[src/rtl/mft_pkg.sv]
// Constants, register map and state type of the multi-function timer
package mft_pkg;
  localparam int          ADR_W             = 8;
  localparam int          DAT_W             = 32;
  localparam int          CHAIN_W           = 17;
  // Register indices; the byte address is four times the index
  localparam logic [5:0]  IDX_CTRL_STATUS   = 6'h08;
  localparam logic [5:0]  IDX_COUNT         = 6'h09;
  localparam logic [5:0]  IDX_SYS_CONFIG    = 6'h0a;
  localparam logic [5:0]  IDX_WD_SERVICE    = 6'h0b;
  // timer_control_status fields
  localparam int          BIT_OVF_FLAG      = 7;
  localparam int          BIT_PER_FLAG      = 6;
  localparam int          BIT_OVF_IRQ_EN    = 5;
  localparam int          BIT_PER_IRQ_EN    = 4;
  localparam int          BIT_OVF_CLEAR     = 3;
  localparam int          BIT_PER_CLEAR     = 2;
  localparam int          BIT_RATE_MSB      = 1;
  localparam int          BIT_RATE_LSB      = 0;
  // sys_config fields, then the service register data bit
  localparam int          BIT_WD_ENABLE     = 0;
  localparam int          BIT_REC_LONG      = 1;
  localparam int          BIT_SVC_DATA      = 0;
  // Reset values
  localparam logic [1:0]  RST_RATE          = 2'h3;
  localparam logic        RST_WD_ENABLE     = 1'b1;
  localparam logic        RST_REC_LONG      = 1'b1;
  // Chain layout: prescaler bits 1:0, counter bits 9:2, periodic base tap at bit 13
  localparam int          CNT_LSB           = 2;
  localparam int          CNT_MSB           = 9;
  localparam logic [4:0]  OVF_TAP_MSB       = 5'd9;
  localparam logic [4:0]  PER_TAP_BASE_MSB  = 5'd13;
  // Timing counts, in bus cycles (one clk_i cycle is one bus cycle)
  localparam int          POR_CYCLES        = 4064;
  localparam int          STOP_SHORT_CYCLES = 1024;
  localparam int          STOP_LONG_CYCLES  = 4064;
  localparam int          WD_PULSE_CYCLES   = 16;
  localparam logic [CHAIN_W-1:0] POR_LAST   = CHAIN_W'(POR_CYCLES - 1);
  localparam logic [CHAIN_W-1:0] SHORT_LAST = CHAIN_W'(STOP_SHORT_CYCLES - 1);
  localparam logic [CHAIN_W-1:0] LONG_LAST  = CHAIN_W'(STOP_LONG_CYCLES - 1);
  localparam logic [CHAIN_W-1:0] PULSE_LAST = CHAIN_W'(WD_PULSE_CYCLES - 1);
  localparam logic [2:0]  WD_LAST           = 3'h7;

  typedef enum logic [2:0] {
    MFT_POR,
    MFT_RUN,
    MFT_STOP,
    MFT_RECOVER,
    MFT_WDRST
  } mft_state_e;
endpackage : mft_pkg

[src/rtl/mft_timer.sv]
// Multi-function timer chain with overflow, periodic, watchdog and reset timing
`timescale 1ns/10ps
module mft_timer (
  input  wire logic                       clk_i,
  input  wire logic                       rst_i,
  input  wire logic                       wb_cyc_i,
  input  wire logic                       wb_stb_i,
  input  wire logic                       wb_we_i,
  input  wire logic [mft_pkg::ADR_W-1:0]  wb_adr_i,
  input  wire logic [3:0]                 wb_sel_i,
  input  wire logic [mft_pkg::DAT_W-1:0]  wb_dat_i,
  output logic      [mft_pkg::DAT_W-1:0]  wb_dat_o,
  output logic                            wb_ack_o,
  input  wire logic                       stop_i,
  input  wire logic                       reset_pin_n_i,
  output logic                            reset_pin_n_o,
  output logic                            reset_pin_oe_o,
  output logic                            cpu_reset_o,
  output logic                            irq_o
);
  import mft_pkg::*;

  function automatic logic reg_hit(input logic [ADR_W-1:0] adr, input logic [5:0] idx);
    reg_hit = (adr[ADR_W-1:2] == idx) && (adr[1:0] == 2'h0);
  endfunction : reg_hit

  // True when every chain bit up to msb is one, i.e. that stage carries on the next edge
  function automatic logic carry_out(input logic [CHAIN_W-1:0] v, input logic [4:0] msb);
    logic [CHAIN_W-1:0] m;
    m = {CHAIN_W{1'b1}} >> (5'd16 - msb);
    carry_out = &(v | ~m);
  endfunction : carry_out

  mft_state_e         state_reg;
  mft_state_e         state_next;
  logic [CHAIN_W-1:0] chain_reg;
  logic [CHAIN_W-1:0] chain_next;
  logic               ovf_flag_reg;
  logic               per_flag_reg;
  logic               ovf_en_reg;
  logic               per_en_reg;
  logic [1:0]         rate_reg;
  logic               wd_en_reg;
  logic               rec_long_reg;
  logic [2:0]         wd_cnt_reg;
  logic [2:0]         wd_cnt_next;
  logic               ack_reg;
  logic [DAT_W-1:0]   dat_reg;
  logic               irq_reg;
  logic               cpu_rst_reg;
  logic               pin_oe_reg;
  logic               pin_low_reg;
  logic               pin_sync_n;
  logic [1:0]         oe_hist_reg;

  mft_sync #(
    .RST_VAL (1'b1)
  ) u_pin_sync (
    .clk_i   (clk_i),
    .rst_i   (rst_i),
    .async_i (reset_pin_n_i),
    .sync_o  (pin_sync_n)
  );

  wire              bus_req   = wb_cyc_i & wb_stb_i;
  wire              ack_next  = bus_req & ~ack_reg;
  // A write takes effect at the edge where the master sees ack
  wire              wr_fire   = bus_req & wb_we_i & ack_reg & wb_sel_i[0];
  wire              hit_cs    = reg_hit(wb_adr_i, IDX_CTRL_STATUS);
  wire              hit_cnt   = reg_hit(wb_adr_i, IDX_COUNT);
  wire              hit_cfg   = reg_hit(wb_adr_i, IDX_SYS_CONFIG);
  wire              hit_svc   = reg_hit(wb_adr_i, IDX_WD_SERVICE);
  wire              wr_cs     = wr_fire & hit_cs;
  wire              wr_cfg    = wr_fire & hit_cfg;
  wire              in_run    = (state_reg == MFT_RUN);
  // Our own pin drive must not read back as an external reset; the history
  // covers the two-flop lag after the drive ends
  wire              ext_rst   = ~pin_sync_n & ~pin_oe_reg & ~(|oe_hist_reg);
  wire [4:0]        per_msb   = PER_TAP_BASE_MSB + {3'h0, rate_reg};
  wire              ovf_evt   = in_run & carry_out(chain_reg, OVF_TAP_MSB);
  wire              per_evt   = in_run & carry_out(chain_reg, per_msb);
  wire              stop_entry = in_run & stop_i;
  wire              por_done  = (state_reg == MFT_POR) & (chain_reg == POR_LAST);
  wire [CHAIN_W-1:0] rec_last = rec_long_reg ? LONG_LAST : SHORT_LAST;
  wire              rec_done  = (state_reg == MFT_RECOVER) & (chain_reg == rec_last);
  wire              wdrst_done = (state_reg == MFT_WDRST) & (chain_reg == PULSE_LAST);
  // watchdog counts selected tap events while enabled
  wire              wd_tick   = per_evt & wd_en_reg;
  wire              wd_expire = wd_tick & (wd_cnt_reg == WD_LAST);
  wire              wd_service = wr_fire & hit_svc & ~wb_dat_i[BIT_SVC_DATA];
  wire              regs_clear = ext_rst | (state_reg == MFT_POR) | (state_reg == MFT_WDRST);
  wire              chain_clr = ext_rst | por_done | rec_done | stop_entry | wd_expire |
                                wdrst_done | (state_reg == MFT_STOP);
  wire              ovf_clr   = wr_cs & wb_dat_i[BIT_OVF_CLEAR];
  wire              per_clr   = wr_cs & wb_dat_i[BIT_PER_CLEAR];
  wire              irq_next  = (ovf_flag_reg & ovf_en_reg) | (per_flag_reg & per_en_reg);
  wire [7:0]        cs_read   = {ovf_flag_reg, per_flag_reg, ovf_en_reg, per_en_reg,
                                 2'h0, rate_reg};
  wire [7:0]        cfg_read  = {6'h00, rec_long_reg, wd_en_reg};
  wire [7:0]        rd_byte   = hit_cs  ? cs_read :
                                hit_cnt ? chain_reg[CNT_MSB:CNT_LSB] :
                                hit_cfg ? cfg_read : 8'h00;

  // sequencing of power-on, stop and watchdog reset
  always_comb
  begin
    state_next = state_reg;
    case (state_reg)
      MFT_POR:
        if (por_done)
          state_next = MFT_RUN;
      MFT_RUN:
        if (wd_expire)
          state_next = MFT_WDRST;
        else if (stop_entry)
          state_next = MFT_STOP;
      MFT_STOP:
        if (!stop_i || ext_rst)
          state_next = MFT_RECOVER;
      MFT_RECOVER:
        if (rec_done)
          state_next = MFT_RUN;
      MFT_WDRST:
        if (wdrst_done)
          state_next = MFT_RUN;
      default:
        state_next = MFT_POR;
    endcase
  end

  // one chain, prescaler in the two low bits
  assign chain_next = chain_clr ? '0 : chain_reg + 17'h00001;

  // only the divide-by-eight stage is touched by a service
  always_comb
  begin
    wd_cnt_next = wd_cnt_reg;
    if (chain_clr || !wd_en_reg || wd_service)
      wd_cnt_next = 3'h0;
    else if (wd_tick)
      wd_cnt_next = wd_cnt_reg + 3'h1;
  end

  always_ff @(posedge clk_i)
  begin
    if (rst_i)
    begin
      state_reg  <= MFT_POR;
      chain_reg  <= '0;
      wd_cnt_reg <= 3'h0;
    end
    else
    begin
      state_reg  <= state_next;
      chain_reg  <= chain_next;
      wd_cnt_reg <= wd_cnt_next;
    end
  end

  // Flags: a set in the same cycle as a clear-bit write wins; stop entry and resets clear first
  always_ff @(posedge clk_i)
  begin
    if (rst_i || regs_clear || stop_entry)
    begin
      ovf_flag_reg <= 1'b0;
      per_flag_reg <= 1'b0;
    end
    else
    begin
      ovf_flag_reg <= ovf_evt | (ovf_flag_reg & ~ovf_clr);
      per_flag_reg <= per_evt | (per_flag_reg & ~per_clr);
    end
  end

  always_ff @(posedge clk_i)
  begin
    if (rst_i || regs_clear || stop_entry)
    begin
      ovf_en_reg <= 1'b0;
      per_en_reg <= 1'b0;
    end
    else if (wr_cs)
    begin
      ovf_en_reg <= wb_dat_i[BIT_OVF_IRQ_EN];
      per_en_reg <= wb_dat_i[BIT_PER_IRQ_EN];
    end
  end

  // rate select returns to slowest on every reset
  always_ff @(posedge clk_i)
  begin
    if (rst_i || regs_clear)
      rate_reg <= RST_RATE;
    else if (wr_cs)
      rate_reg <= wb_dat_i[BIT_RATE_MSB:BIT_RATE_LSB];
  end

  // watchdog enabled out of reset, software may disable
  always_ff @(posedge clk_i)
  begin
    if (rst_i || regs_clear)
    begin
      wd_en_reg    <= RST_WD_ENABLE;
      rec_long_reg <= RST_REC_LONG;
    end
    else if (wr_cfg)
    begin
      wd_en_reg    <= wb_dat_i[BIT_WD_ENABLE];
      rec_long_reg <= wb_dat_i[BIT_REC_LONG];
    end
  end

  // reads answer one cycle after the request; unmapped reads zero
  always_ff @(posedge clk_i)
  begin
    if (rst_i)
    begin
      ack_reg <= 1'b0;
      dat_reg <= '0;
    end
    else
    begin
      ack_reg <= ack_next;
      dat_reg <= ack_next ? {24'h000000, rd_byte} : '0;
    end
  end

  // interrupt level, registered from the enabled flags
  // core reset and open-drain pin drive
  always_ff @(posedge clk_i)
  begin
    if (rst_i)
    begin
      irq_reg     <= 1'b0;
      cpu_rst_reg <= 1'b1;
      pin_oe_reg  <= 1'b0;
      pin_low_reg <= 1'b0;
      oe_hist_reg <= 2'h0;
    end
    else
    begin
      oe_hist_reg <= {oe_hist_reg[0], pin_oe_reg};
      irq_reg     <= irq_next;
      cpu_rst_reg <= (state_next == MFT_POR) | (state_next == MFT_WDRST) | ext_rst;
      pin_oe_reg  <= (state_next == MFT_WDRST);
      pin_low_reg <= 1'b0;
    end
  end

  assign wb_ack_o       = ack_reg;
  assign wb_dat_o       = dat_reg;
  assign irq_o          = irq_reg;
  assign cpu_reset_o    = cpu_rst_reg;
  assign reset_pin_oe_o = pin_oe_reg;
  assign reset_pin_n_o  = pin_low_reg;
endmodule : mft_timer

[src/rtl/mft_sync.sv]
// Two-flop synchroniser for one asynchronous level
`timescale 1ns/10ps
module mft_sync #(
  parameter logic RST_VAL = 1'b1
) (
  input  wire logic clk_i,
  input  wire logic rst_i,
  input  wire logic async_i,
  output logic      sync_o
);
  logic meta_reg;
  logic sync_reg;

  always_ff @(posedge clk_i)
  begin
    if (rst_i)
    begin
      meta_reg <= RST_VAL;
      sync_reg <= RST_VAL;
    end
    else
    begin
      meta_reg <= async_i;
      sync_reg <= meta_reg;
    end
  end

  assign sync_o = sync_reg;
endmodule : mft_sync

[config.mk]
export PLATFORM = sky130hd
export DESIGN_NAME = mft_timer
export DESIGN_NICKNAME = d
export VERILOG_FILES = /design/src/rtl/mft_pkg.sv /design/src/rtl/mft_timer.sv /design/src/rtl/mft_sync.sv
export SDC_FILE = /design/constraint.sdc
export NUM_CORES = 1
export LEC_CHECK = 0
export BUFFER_PORTS_ARGS = -buffer_cell sky130_fd_sc_hd__buf_2
export CAP_MARGIN = 0
export CORE_MARGIN = 4
export CORE_UTILIZATION = 44
export DETAILED_ROUTE_END_ITERATION = 8
export PLACE_DENSITY = 0.75
export SYNTH_ARGS = -nofsm -noshare
export SYNTH_HDL_FRONTEND = slang
export SYNTH_HIERARCHICAL = 1
export SYNTH_SLANG_ARGS = --single-unit
[constraint.sdc]
create_clock -name clk_i -period 1.8 [get_ports clk_i]
set_input_delay 0.18 -clock clk_i [delete_from_list [all_inputs] [get_ports clk_i]]
set_output_delay 0.18 -clock clk_i [all_outputs]
set_load 0.05 [all_outputs]
Yosys cells after proc, flatten, opt, wreduce, memory -nomap -nowiden
Index checks and enable logic that the tools add are counted.
- order comparisons: 0
- reduce and logical (&&, ||, !) cells: 21
- bitwise logic cells: 48
- shifts and indexed selects: 1
- $mul: 0
- eq/ne operators: 13
- div/mod/pow operators: 0
- $add $sub $neg: 4
- mux-type cells: 11
- operators with widths (kind ; number):
    $and 1x1->1 ; 25
    $eq 6x4->1 const B ; 4
    $mux 3 ; 6
    $add 17x1->17 const B ; 1
    $eq 17x12->1 ; 1
    $eq 17x12->1 const B ; 1
    $eq 17x4->1 const B ; 1
    $not 17->17 ; 1
    $or 17x17->17 ; 1
    $reduce_and 17->1 ; 1
    $shr 17x5->17 const A ; 1
    $mux 8 ; 2
    $pmux 3 s5 ; 1
    $or 1x1->1 ; 13
    $mux 12 ; 1
    $reduce_and 10->1 ; 1
    $eq 3x3->1 const B ; 3
    $not 1->1 ; 8
    $reduce_or 2->1 ; 4
    $eq 3x2->1 const B ; 2
    $logic_not 3->1 ; 2
    $add 4x2->5 const A ; 1
    $logic_or 1x1->1 ; 5
    $sub 5x5->5 const A ; 1
    7 further kinds ; 11
- flip-flop bits (word level): 71
- bits of input ports: 51
- output and inout bits: 37
- memories kept: 0
- memory bits (read-only): 0
- latch bits: 0
- word-level logic and storage cells: 118
- bits in writable memories: 0

Logic depth before layout (Yosys ltp)
Gate-level depths: netlist of run 1.
- word-level depth: 15
- mapped depth: 8
- mapped depth without buffers: 7

Modules after synthesis
Netlist of run 1, hierarchy kept.
- modules (own cells, without submodules) (module ; cells an instance ; area an instance (sq um) ; instances ; sequential area each (sq um)):
    mft_timer ; 257 ; 2309.7 ; 1 ; 900.9
    mft_sync ; 4 ; 52.6 ; 1 ; 40.0

Worst setup path after synthesis of run 1
Ideal clock, no wire load.
- path kind: register to register
- start point: reg pin_oe_reg (netlist: reset_pin_oe_o)
- end point: reg chain_reg[13]
- period minus slack after synthesis: 1.998 ns
- arrival: 1.935 ns
- stages on the path, launching flop included: 7
- path buffers: 1
- required time: 1.737 ns
- setup slack: -0.198 ns
- library setup time: 0.063 ns
- path through: dfxtp_1 nor4_1 or2_2 a311oi_1 nand4_4 buf_12 nor2_2
- cells in the longest elaborated chain, start to end: 10
- ends and longest elaborated chain (item ; line ; text):
    start, declared ; mft_timer.sv:51 ; logic pin_oe_reg;
    start signal, assigned ; mft_timer.sv:245 ; pin_oe_reg <= (state_next == MFT_WDRST);
    $not 1->1 ; mft_timer.sv:78 ; wire ext_rst = ~pin_sync_n & ~pin_oe_reg & ~(|oe_hist_reg);
    $and 1x1->1 (2 in series) ; mft_timer.sv:78 ;
    $or 1x1->1 (5 in series) ; mft_timer.sv:92 ; wire chain_clr = ext_rst | por_done | rec_done | stop_entry | wd_expire |
    $or 1x1->1 ; mft_timer.sv:93 ; wdrst_done | (state_reg == MFT_STOP);
    $reduce_or 2->1 (no line) ; -- ;
    end signal, assigned ; mft_timer.sv:155 ; chain_reg <= chain_next;
    end, declared ; mft_timer.sv:36 ; logic [CHAIN_W-1:0] chain_reg;
Every way passes these cells.
A chain may end at the register's enable or synchronous reset.

Worst setup path after layout of run 1
- start point: reg chain_reg[7]
- end point: reg chain_reg[13]
- cells in the longest elaborated chain, start to end: 9
- elaborated cells on any way between the ends: 19
- classes of those cells: 1 x add/sub; 3 x eq/ne; 13 x bitwise; 2 x reduce/logical
- ends and longest elaborated chain (item ; line):
    $eq 17x12->1 / $or 17x17->17 (equally long branches) ; mft_timer.sv:83, mft_timer.sv:31
    $and 1x1->1 / $reduce_and 17->1 (equally long branches) ; mft_timer.sv:83, mft_timer.sv:31
    $or 1x1->1 / $and 1x1->1 (equally long branches) ; mft_timer.sv:92, mft_timer.sv:81
    $or 1x1->1 / $and 1x1->1 (equally long branches) ; mft_timer.sv:92, mft_timer.sv:88
    $or 1x1->1 / $and 1x1->1 (equally long branches) ; mft_timer.sv:92, mft_timer.sv:89
    $or 1x1->1 (2 in series) ; mft_timer.sv:92
    $or 1x1->1 ; mft_timer.sv:93
    $reduce_or 2->1 (no line) ; --
Several ways; a longest one is shown, not always the timed one.

==> results.cfg, run 1 <==
[yosys]
syn_inst = 261
yosys.cell_types.count = 53
yosysTopAreaCellShare_pct = 39.8
synth_edf_count = 0
async_flop_share_pct = 0
syn_area_um2 = 2360
synth_top_area_cell = dfxtp_1
ys.warnings.count = 6
yosysSeqAreaShare_pct = 39.8
synth_most_common_cell = dfxtp_1
synth_flop_cell = dfxtp_1
ys_top_cells_by_area = dfxtp_1 40%, buf_4 7.9%, mux2i_1 5.1%, nor2_1 4.1%, xor2_1 3.0%
synth-seq-cells = 47
synth_area_per_cell_um2 = 9.05
synth_common_cells = 47 x dfxtp_1, 26 x nor2_1, 25 x buf_4, 18 x nand2_1, 12 x mux2i_1

[floorplan]
num_io_pins = 88
dieHeight_um = 81.3
core_um2 = 5140
start_util_pct = 46.0
die_w_um = 81.3
rows = 26
dieArea_um2 = 6600

[critical_path]
crit_type = reg2reg
crit_path_end_kind = register
crit_path_max_fanout = 8
worst-endpoint-required_ns = 2.00
cp_data_arrival_time_ns = 2.11
reg2reg_depth = 5
setup.worst_path.start_class = register

[finish]
area_delta_synth_final_pct = 35.5
final_cells = 421
multiInputGateArea_um2 = 1440
diodes = 0
fill_cells = 423
drive_above_1_share_pct = 43.0
largest_reg_flops = 17
fin_nets = 404
seq_area_um2 = 955
design_area_um2 = 3200
fin_util_pct = 62.3

[drt]
routedWlPerCell_um = 14.8
num_vias = 2161
postRouteWirelength_um = 6220
first_pass_iters = 5
drt_first_iter_violations = 184
detail-route-antenna-nets = 0
viasPerCell = 5.13
drc = 0

[sta]
max-slew-margin-rel_pct = 63.5
min_period_ns = 1.91
setup_tns_ns = -1.55
min_period_over_period_pct = 106
worst_pin_slew_ns = 0.543
max_freq_ghz = 0.525
finalSetupViolCount = 22
fin_hold_ws_ns = 0.0465
hold_viol_final = 0
rsz0062_at_grt = yes
setup_ws_ns = -0.106
clock_skew_ns = 0.00833
maxSlewViolCount = 0

[clocking]
cts_sinks = 47
clock_path_buffers = 2
tritoncts = built
clock-root-buffer = clkbuf_8
clk_latency_ns = 0.31
clkSlewWorstSetupHoldPaths_ns = 0.09
numCtsBuffers = 5
htreeDepth = 2

[place]
placed_cells = 398
placed_cell_area_um2 = 2800
post-place-ws_ns = -0.162
io_buffers = 33
place_congestion = 0.881
hpwl_um = 4020

[hold_path]
worst_hold_path.num_cells = 2
hold_class = in2reg

[global_routing]
grt_util_all_layers_pct = 17.6
antenna_found_initial = 0
grt_max_degree = 17
overflow = 0
grt_first_pass_wirelength_um = 9040
grt_pass1_vias = 1916

[power]
powerDensity_nw_per_um2 = 657
peakVddDrop_v = 0.000417
p_leak_nw = 1.36
power_mw = 2.10

[outcome]
violations = negative setup slack
status = finished, violations left

[run]
maxCapViolCount = 0
-- critical path, cell delays in order (launching register included) --
cell	delay, ns
dfxtp_1	0.45
and4_1	0.32
nand2_1	0.14
or4_4	0.59
nand4_4	0.23
nor2_2	0.06
-- repair_timing --
action | CTS | global route
setup endpoints to repair | 23 | 25
gates cloned | 1 | 1
gates resized for setup | 11 | 24
pin swaps | 19 | 12
hold buffers | 0 | 0
setup buffers | 9 | 4
-- area by class of cell --
cell class | instances | share of cell area [%]
Clock buffer | 5 | 2.15
Clock inverter | 3 | 1.45
Inverter | 8 | 0.938
Multi-Input combinational cell | 201 | 44.9
Sequential cell | 47 | 29.8
Tap cell | 70 | 2.74
Timing Repair Buffer | 87 | 18.1
-- power by group --
part           leakage [nW]  switching, mW  internal, mW
sequential            0.385        0.00700          1.05
clock                0.0548          0.389         0.419
combinational         0.918          0.180        0.0593
total                  1.36          0.576          1.53
-- worst paths after layout --
kind | startpoint | to | slack [ns]
hold reg to reg | u_pin_sync/meta_reg | u_pin_sync/sync_o | 0.43
hold / removal | reset_pin_n_i | u_pin_sync/meta_reg | 0.05
setup reg to reg | chain_reg[7] | chain_reg[13] | -0.11
setup / recovery | chain_reg[7] | chain_reg[13] | -0.11
-- logic make-up after synthesis --
family	synth area share, %
simple gates	28.5
flops	39.8
buf+inv	11.0
compound gates	8.21
xor+xnor	5.56
mux	5.08
fa+ha+maj	1.59
other cells	0.159
-- per-layer routing --
layer / share of wire, % / track usage [%] / vias up
li1: - / - / 1038
met1: 40 / 21.8 / 1000
met2: 48 / 29.7 / 98
met3: 9.1 / 3.88 / 25
met4: 2.7 / 6.76 / 0
met5: 0 / 0 / -
-- layout by cell type, fill, tap and decap left out, types with 2 or more instances in the layout --
cell / Yosys / layout
nor3_1: 2 / 2
nor4_2: 0 / 2
nor4_1: 5 / 3
xor2_1: 8 / 8
nor2_2: 10 / 12
and3_1: 3 / 3
or3b_4: 0 / 2
and4_1: 2 / 2
clkbuf_8: 0 / 5
nand4_4: 1 / 4
or2_2: 4 / 4
nor2_1: 26 / 24
or2_1: 2 / 2
or3_1: 3 / 3
buf_4: 25 / 52
nand3_1: 10 / 9
o31ai_1: 3 / 2
a211oi_2: 0 / 2
xnor2_1: 7 / 7
a21oi_1: 9 / 9
o21ai_0: 3 / 3
or4_4: 1 / 2
nand2_1: 18 / 18
buf_6: 0 / 2
conb_1: 1 / 25
nand4_1: 6 / 6
ha_4: 0 / 2
buf_2: 3 / 33
dfxtp_2: 0 / 11
dfxtp_1: 47 / 36
nor2b_1: 7 / 7
mux2i_1: 12 / 12
inv_1: 8 / 8
No activity file was read; power rests on OpenSTA's default activity.
==> run 2, diff against run 1 <==
- CORE_UTILIZATION: 44 -> 46
- CTS_BUF_LIST: unset -> sky130_fd_sc_hd__clkbuf_8
- PLACE_DENSITY: 0.75 -> 0.78
==> run 2 against run 1 <==
Compared with the run above:
- the run still ends with negative setup slack left
- via count up 0.74%
- global-route usage up 3.1 points
- sequential share of layout area down 0.19 points
- clock skew up 0.0019 ns
- combinational power about the same
- final cell count down 0.95%
- cell area down 0.27%
- utilization up 3.6 points
- largest cell class unchanged
- largest power group unchanged
==> results.cfg, run 2 (synthesis results as in run 1) <==
[clocking]
tritoncts = built
cts_sinks = 47
numCtsBuffers = 5
htreeDepth = 2
clock-root-buffer = clkbuf_8
clkSlewWorstSetupHoldPaths_ns = 0.09
clk_latency_ns = 0.31
clock_path_buffers = 2

[sta]
finalSetupViolCount = 23
max-slew-margin-rel_pct = 58.7
setup_tns_ns = -1.58
clock_skew_ns = 0.0103
worst_pin_slew_ns = 0.614
rsz0062_at_grt = yes
max_freq_ghz = 0.522
min_period_ns = 1.91
setup_ws_ns = -0.115
min_period_over_period_pct = 106
maxSlewViolCount = 0
hold_viol_final = 0

[drt]
viasPerCell = 5.22
routedWlPerCell_um = 15.0
num_vias = 2177
detail-route-antenna-nets = 0
drt_first_iter_violations = 189
first_pass_iters = 7
postRouteWirelength_um = 6260
drc = 0

[critical_path]
critPathMaxStageDelay_ns = 0.54
rrSetupSlack_ns = -0.11
reg2reg_from = state_reg[1]
cp_slowest_cell = or4_4
crit_chain = or2_4, or4_4, or4_4, nand4_4, nor2_2
setup.worst_path.start_class = register
cp_data_arrival_time_ns = 2.11
crit_path_end_kind = register
worst-endpoint-required_ns = 2.00
crit_type = reg2reg
reg2reg_depth = 5
r2r-end = chain_reg[9]
crit_top_cell = or4_4
crit_path_max_fanout = 8

[outcome]
violations = negative setup slack
status = finished, violations left

[finish]
seq_area_um2 = 946
fin_nets = 403
final_common_cell = buf_4
diodes = 0
final_cell_mix = 50 x buf_4, 43 x dfxtp_1, 33 x buf_2
fill_cells = 378
area_delta_synth_final_pct = 35.2
largest_reg_flops = 17
multiInputGateArea_um2 = 1430
drive_above_1_share_pct = 40.9
design_area_um2 = 3190

[global_routing]
grt_first_pass_wirelength_um = 10100
grt_max_degree = 15
antenna_found_initial = 0
overflow = 0
grt_util_all_layers_pct = 20.7
grt_pass1_vias = 2123

[hold_path]
hold_class = in2reg
min_from = reset_pin_n_i
min_to = u_pin_sync/meta_reg
worst_hold_path.num_cells = 2

[floorplan]
core_um2 = 4850
start_util_pct = 48.7
dieHeight_um = 79.7
die_w_um = 79.7
dieArea_um2 = 6350
rows = 25
num_io_pins = 88

[place]
hpwl_um = 4020
io_buffers = 33
place_congestion = 0.904
placed_cell_area_um2 = 2790
post-place-ws_ns = -0.161

[power]
p_leak_nw = 1.36
powerDensity_nw_per_um2 = 690
power_mw = 2.20
peakVddDrop_v = 0.000414

[run]
maxCapViolCount = 0
run 2: cell count changes in the layout (fill, tap and decap cells not counted), moves of 2 or more:
cell,previous run,this run
buf_4,52,50
dfxtp_1,36,43
dfxtp_2,11,4
ha_4,2,0
run 2: where the power goes:
part	internal (mW)	leakage, nW	total (mW)	switching (mW)
Clock	0.549	0.0695	0.910	0.361
Combinational	0.0604	0.913	0.242	0.182
Sequential	1.05	0.382	1.05	0.00494
Total	1.66	1.36	2.20	0.547
run 2: worst max path at each step:
stage          cells past startpoint  slack [ns]     startpoint             to
6_report                           5       -0.11   state_reg[1]   chain_reg[9]
2_1_floorplan                      6       -0.09   state_reg[1]   chain_reg[8]
4_1_cts                            5       -0.05   state_reg[1]   chain_reg[1]
5_1_grt                            8       -0.15  chain_reg[11]   chain_reg[0]
3_3_place_gp                       5       -0.11   state_reg[1]   chain_reg[4]
3_5_place_dp                       6       -0.16   chain_reg[0]  chain_reg[16]
run 2: area by class of cell:
cell class	count	area share [%]
flip-flops and latches	47	29.6
clock buffers	5	2.16
inverters	8	0.940
repair buffers	86	18.0
multi-input cells	201	44.7
clock inverters	3	2.00
well taps	67	2.63
run 2: timing repair:
item	CTS	global route
hold buffers	0	0
pin swaps	21	8
setup endpoints to repair	23	25
resized for setup	20	9
setup buffers	9	5
gates cloned	2	0
run 2: stage by stage:
stage | hold slack [ns] | std cells | util [%]
after global placement | 0.361 | 393 | 57.4
final | 0.0563 | 417 | 65.9
after global routing | 0.0733 | 417 | 65.9
after CTS | 0.0544 | 412 | 64.5
after detailed placement | 0.372 | 393 | 57.4
after floorplan | 0.252 | 285 | -
run 2: per-layer routing:
layer  share of wire, %  vias up  GRT usage (%)
met2                 47      118           34.8
met1                 39      989           24.3
li1                   -     1044              -
met5                  0        -              0
met3                9.5       26           3.95
met4                4.3        0           12.5
run 2: critical path: cells and delay by family, from the launching register on:
kind	cells	cell delay, ns
DFF	1	0.33
and+or+nand+nor	5	1.47
==> run 3, diff against run 2 <==
- CORE_UTILIZATION: 46 -> 50
- PLACE_DENSITY: 0.78 -> 0.81
- clock period: 1.8 -> 2.25 ns (I/O delays scaled with it)
==> run 3 against run 2 <==
Compared with the run above:
- the flow now finishes without violations
- final cell count shrank 16%
- clock skew fell by 0.0018 ns
- via count shrank 15%
- combinational power fell by 31%
- worst setup slack better by 0.27 ns
- cell area down 18%
- maximum frequency shrank 8.5%
- clock power fell by 19%
- critical path type unchanged
==> results.cfg, run 3 (synthesis results as in run 1) <==
[critical_path]
cp_slowest_cell = or4_1
endpoint = chain_reg[5]
critPathMaxStageDelay_ns = 0.46
reg2reg_from = state_reg[0]
setup.worst_path.start_class = register
cp_data_arrival_time_ns = 2.29
crit_type = reg2reg
crit_path_max_fanout = 17
r2r-end = chain_reg[5]
reg2reg_depth = 5
worst-endpoint-required_ns = 2.44
crit_path_end_kind = register
rrSetupSlack_ns = 0.16
cp-startpoint = state_reg[0]
crit_chain = or2_4, or4_1, or4_4, nand4_4, nor2_1

[clocking]
cts_sinks = 47
clock-root-buffer = clkbuf_8
cts_setup_buffers = 0
numCtsBuffers = 5
clk_latency_ns = 0.31
clock_path_buffers = 2
cts_hold_buf = 0
tritoncts = built
clkSlewWorstSetupHoldPaths_ns = 0.09
htreeDepth = 2

[drt]
first_pass_iters = 4
detail-route-antenna-nets = 0
drt_first_iter_violations = 105
viasPerCell = 5.28
routedWlPerCell_um = 13.2
drc = 0
postRouteWirelength_um = 4620
num_vias = 1841

[power]
peakVddDrop_v = 0.000325
pwr-share-comb_pct = 9.5
seq_power_share_pct = 48.4
switchingPower_mw = 0.430
internal_power_mw = 1.31
powerDensity_nw_per_um2 = 667
switching_share_pct = 24.6
p_leak_nw = 1.10
p_clk_share_pct = 42.1

[hold_path]
hold_class = in2reg

[sta]
max_freq_ghz = 0.478
clock_skew_ns = 0.00843
min_period_ns = 2.09
min_period_over_period_pct = 93.0
rsz0062_at_grt = no
hold_viol_final = 0
setup_tns_ns = 0
maxSlewViolCount = 0
finalSetupViolCount = 0

[finish]
diodes = 0
fin_nets = 350
drive_above_1_share_pct = 22.6
largest_reg_flops = 17
fin_util_pct = 58.4
area_delta_synth_final_pct = 10.6
final_common_cell = dfxtp_1
final_cell_mix = 47 x dfxtp_1, 33 x buf_2, 26 x nor2_1

[global_routing]
overflow = 0
antenna_found_initial = 0
grt_max_degree = 18
grt_pass1_vias = 1707
grt_first_pass_wirelength_um = 7820
grt_util_all_layers_pct = 16.3

[place]
place_congestion = 0.856
hpwl_um = 3520
io_buffers = 33

[floorplan]
num_io_pins = 88
core_um2 = 4470
rows = 24
start_util_pct = 52.8
dieArea_um2 = 5890
die_w_um = 76.7
dieHeight_um = 76.7

[run]
maxCapViolCount = 0

[outcome]
status = finished clean
==> run 3: changes by cell type in the layout (fill, tap and decap cells not counted), sizes merged <==
cell	before	now
nand4	11	9
buf	86	35
clkinvlp	0	1
inv	9	8
==> run 3: worst min path at each step <==
stage | start | endpoint | depth (start not counted)
2_1_floorplan | rst_i | oe_hist_reg[0] | 1
3_3_place_gp | u_pin_sync/meta_reg | u_pin_sync/sync_o | 1
3_5_place_dp | u_pin_sync/meta_reg | u_pin_sync/sync_o | 1
4_1_cts | reset_pin_n_i | u_pin_sync/meta_reg | 2
5_1_grt | reset_pin_n_i | u_pin_sync/meta_reg | 2
6_report | reset_pin_n_i | u_pin_sync/meta_reg | 2
==> run 3: per-stage QoR <==
step	power (mW)	hold slack [ns]	setup slack, ns	instances	cell area [um^2]
6_report	1.74	0.0926	0.157	349	2610
5_1_grt	1.81	0.0924	0.0135	349	2610
4_1_cts	1.75	0.0923	0.119	349	2600
3_5_place_dp	1.03	0.392	0.128	341	2470
3_3_place_gp	1.02	0.385	0.185	341	2470
2_1_floorplan	1.03	0.297	0.252	285	2450
==> run 3: power groups by stage <==
stage | combinational, mW | sequential (mW) | clock (mW)
after detailed placement | 0.163 | 0.864 | 0
after global routing | 0.177 | 0.846 | 0.782
after CTS | 0.164 | 0.844 | 0.739
after floorplan | 0.168 | 0.865 | 0
final | 0.166 | 0.845 | 0.734
after global placement | 0.161 | 0.863 | 0
==> run 3: cell type report <==
| class | instances | area [um^2] |
|---|---|---|
| Clock inverter | 3 | 67.6 |
| Timing Repair Buffer | 35 | 180 |
| Tap cell | 52 | 65.1 |
| Fill cell | 400 | 1860 |
| Multi-Input combinational cell | 199 | 1260 |
| Clock buffer | 5 | 68.8 |
| Inverter | 8 | 30.0 |
| Sequential cell | 47 | 941 |
==> run 3: what timing repair did <==
| action | in CTS | in global routing |
|---|---|---|
| setup endpoints to repair | 0 | 3 |
| gates resized for setup | 0 | 2 |
| endpoints found under the hold margin | 0 | 0 |
==> run 3: worst max-delay path, delay by kind of cell, from the launching register on <==
family           cells  cell delay, ns
DFF                  1            0.37
and+or+nand+nor      5            1.59
==> run 3: routing by layer <==
metal  vias to the layer above  track usage (%)  share of wire (%)
met5                         -                0                  0
met4                         0             5.98                1.5
met3                         6             5.04                7.0
met2                        58             26.6                 48
met1                       849             20.3                 44
li1                        928                -                  -
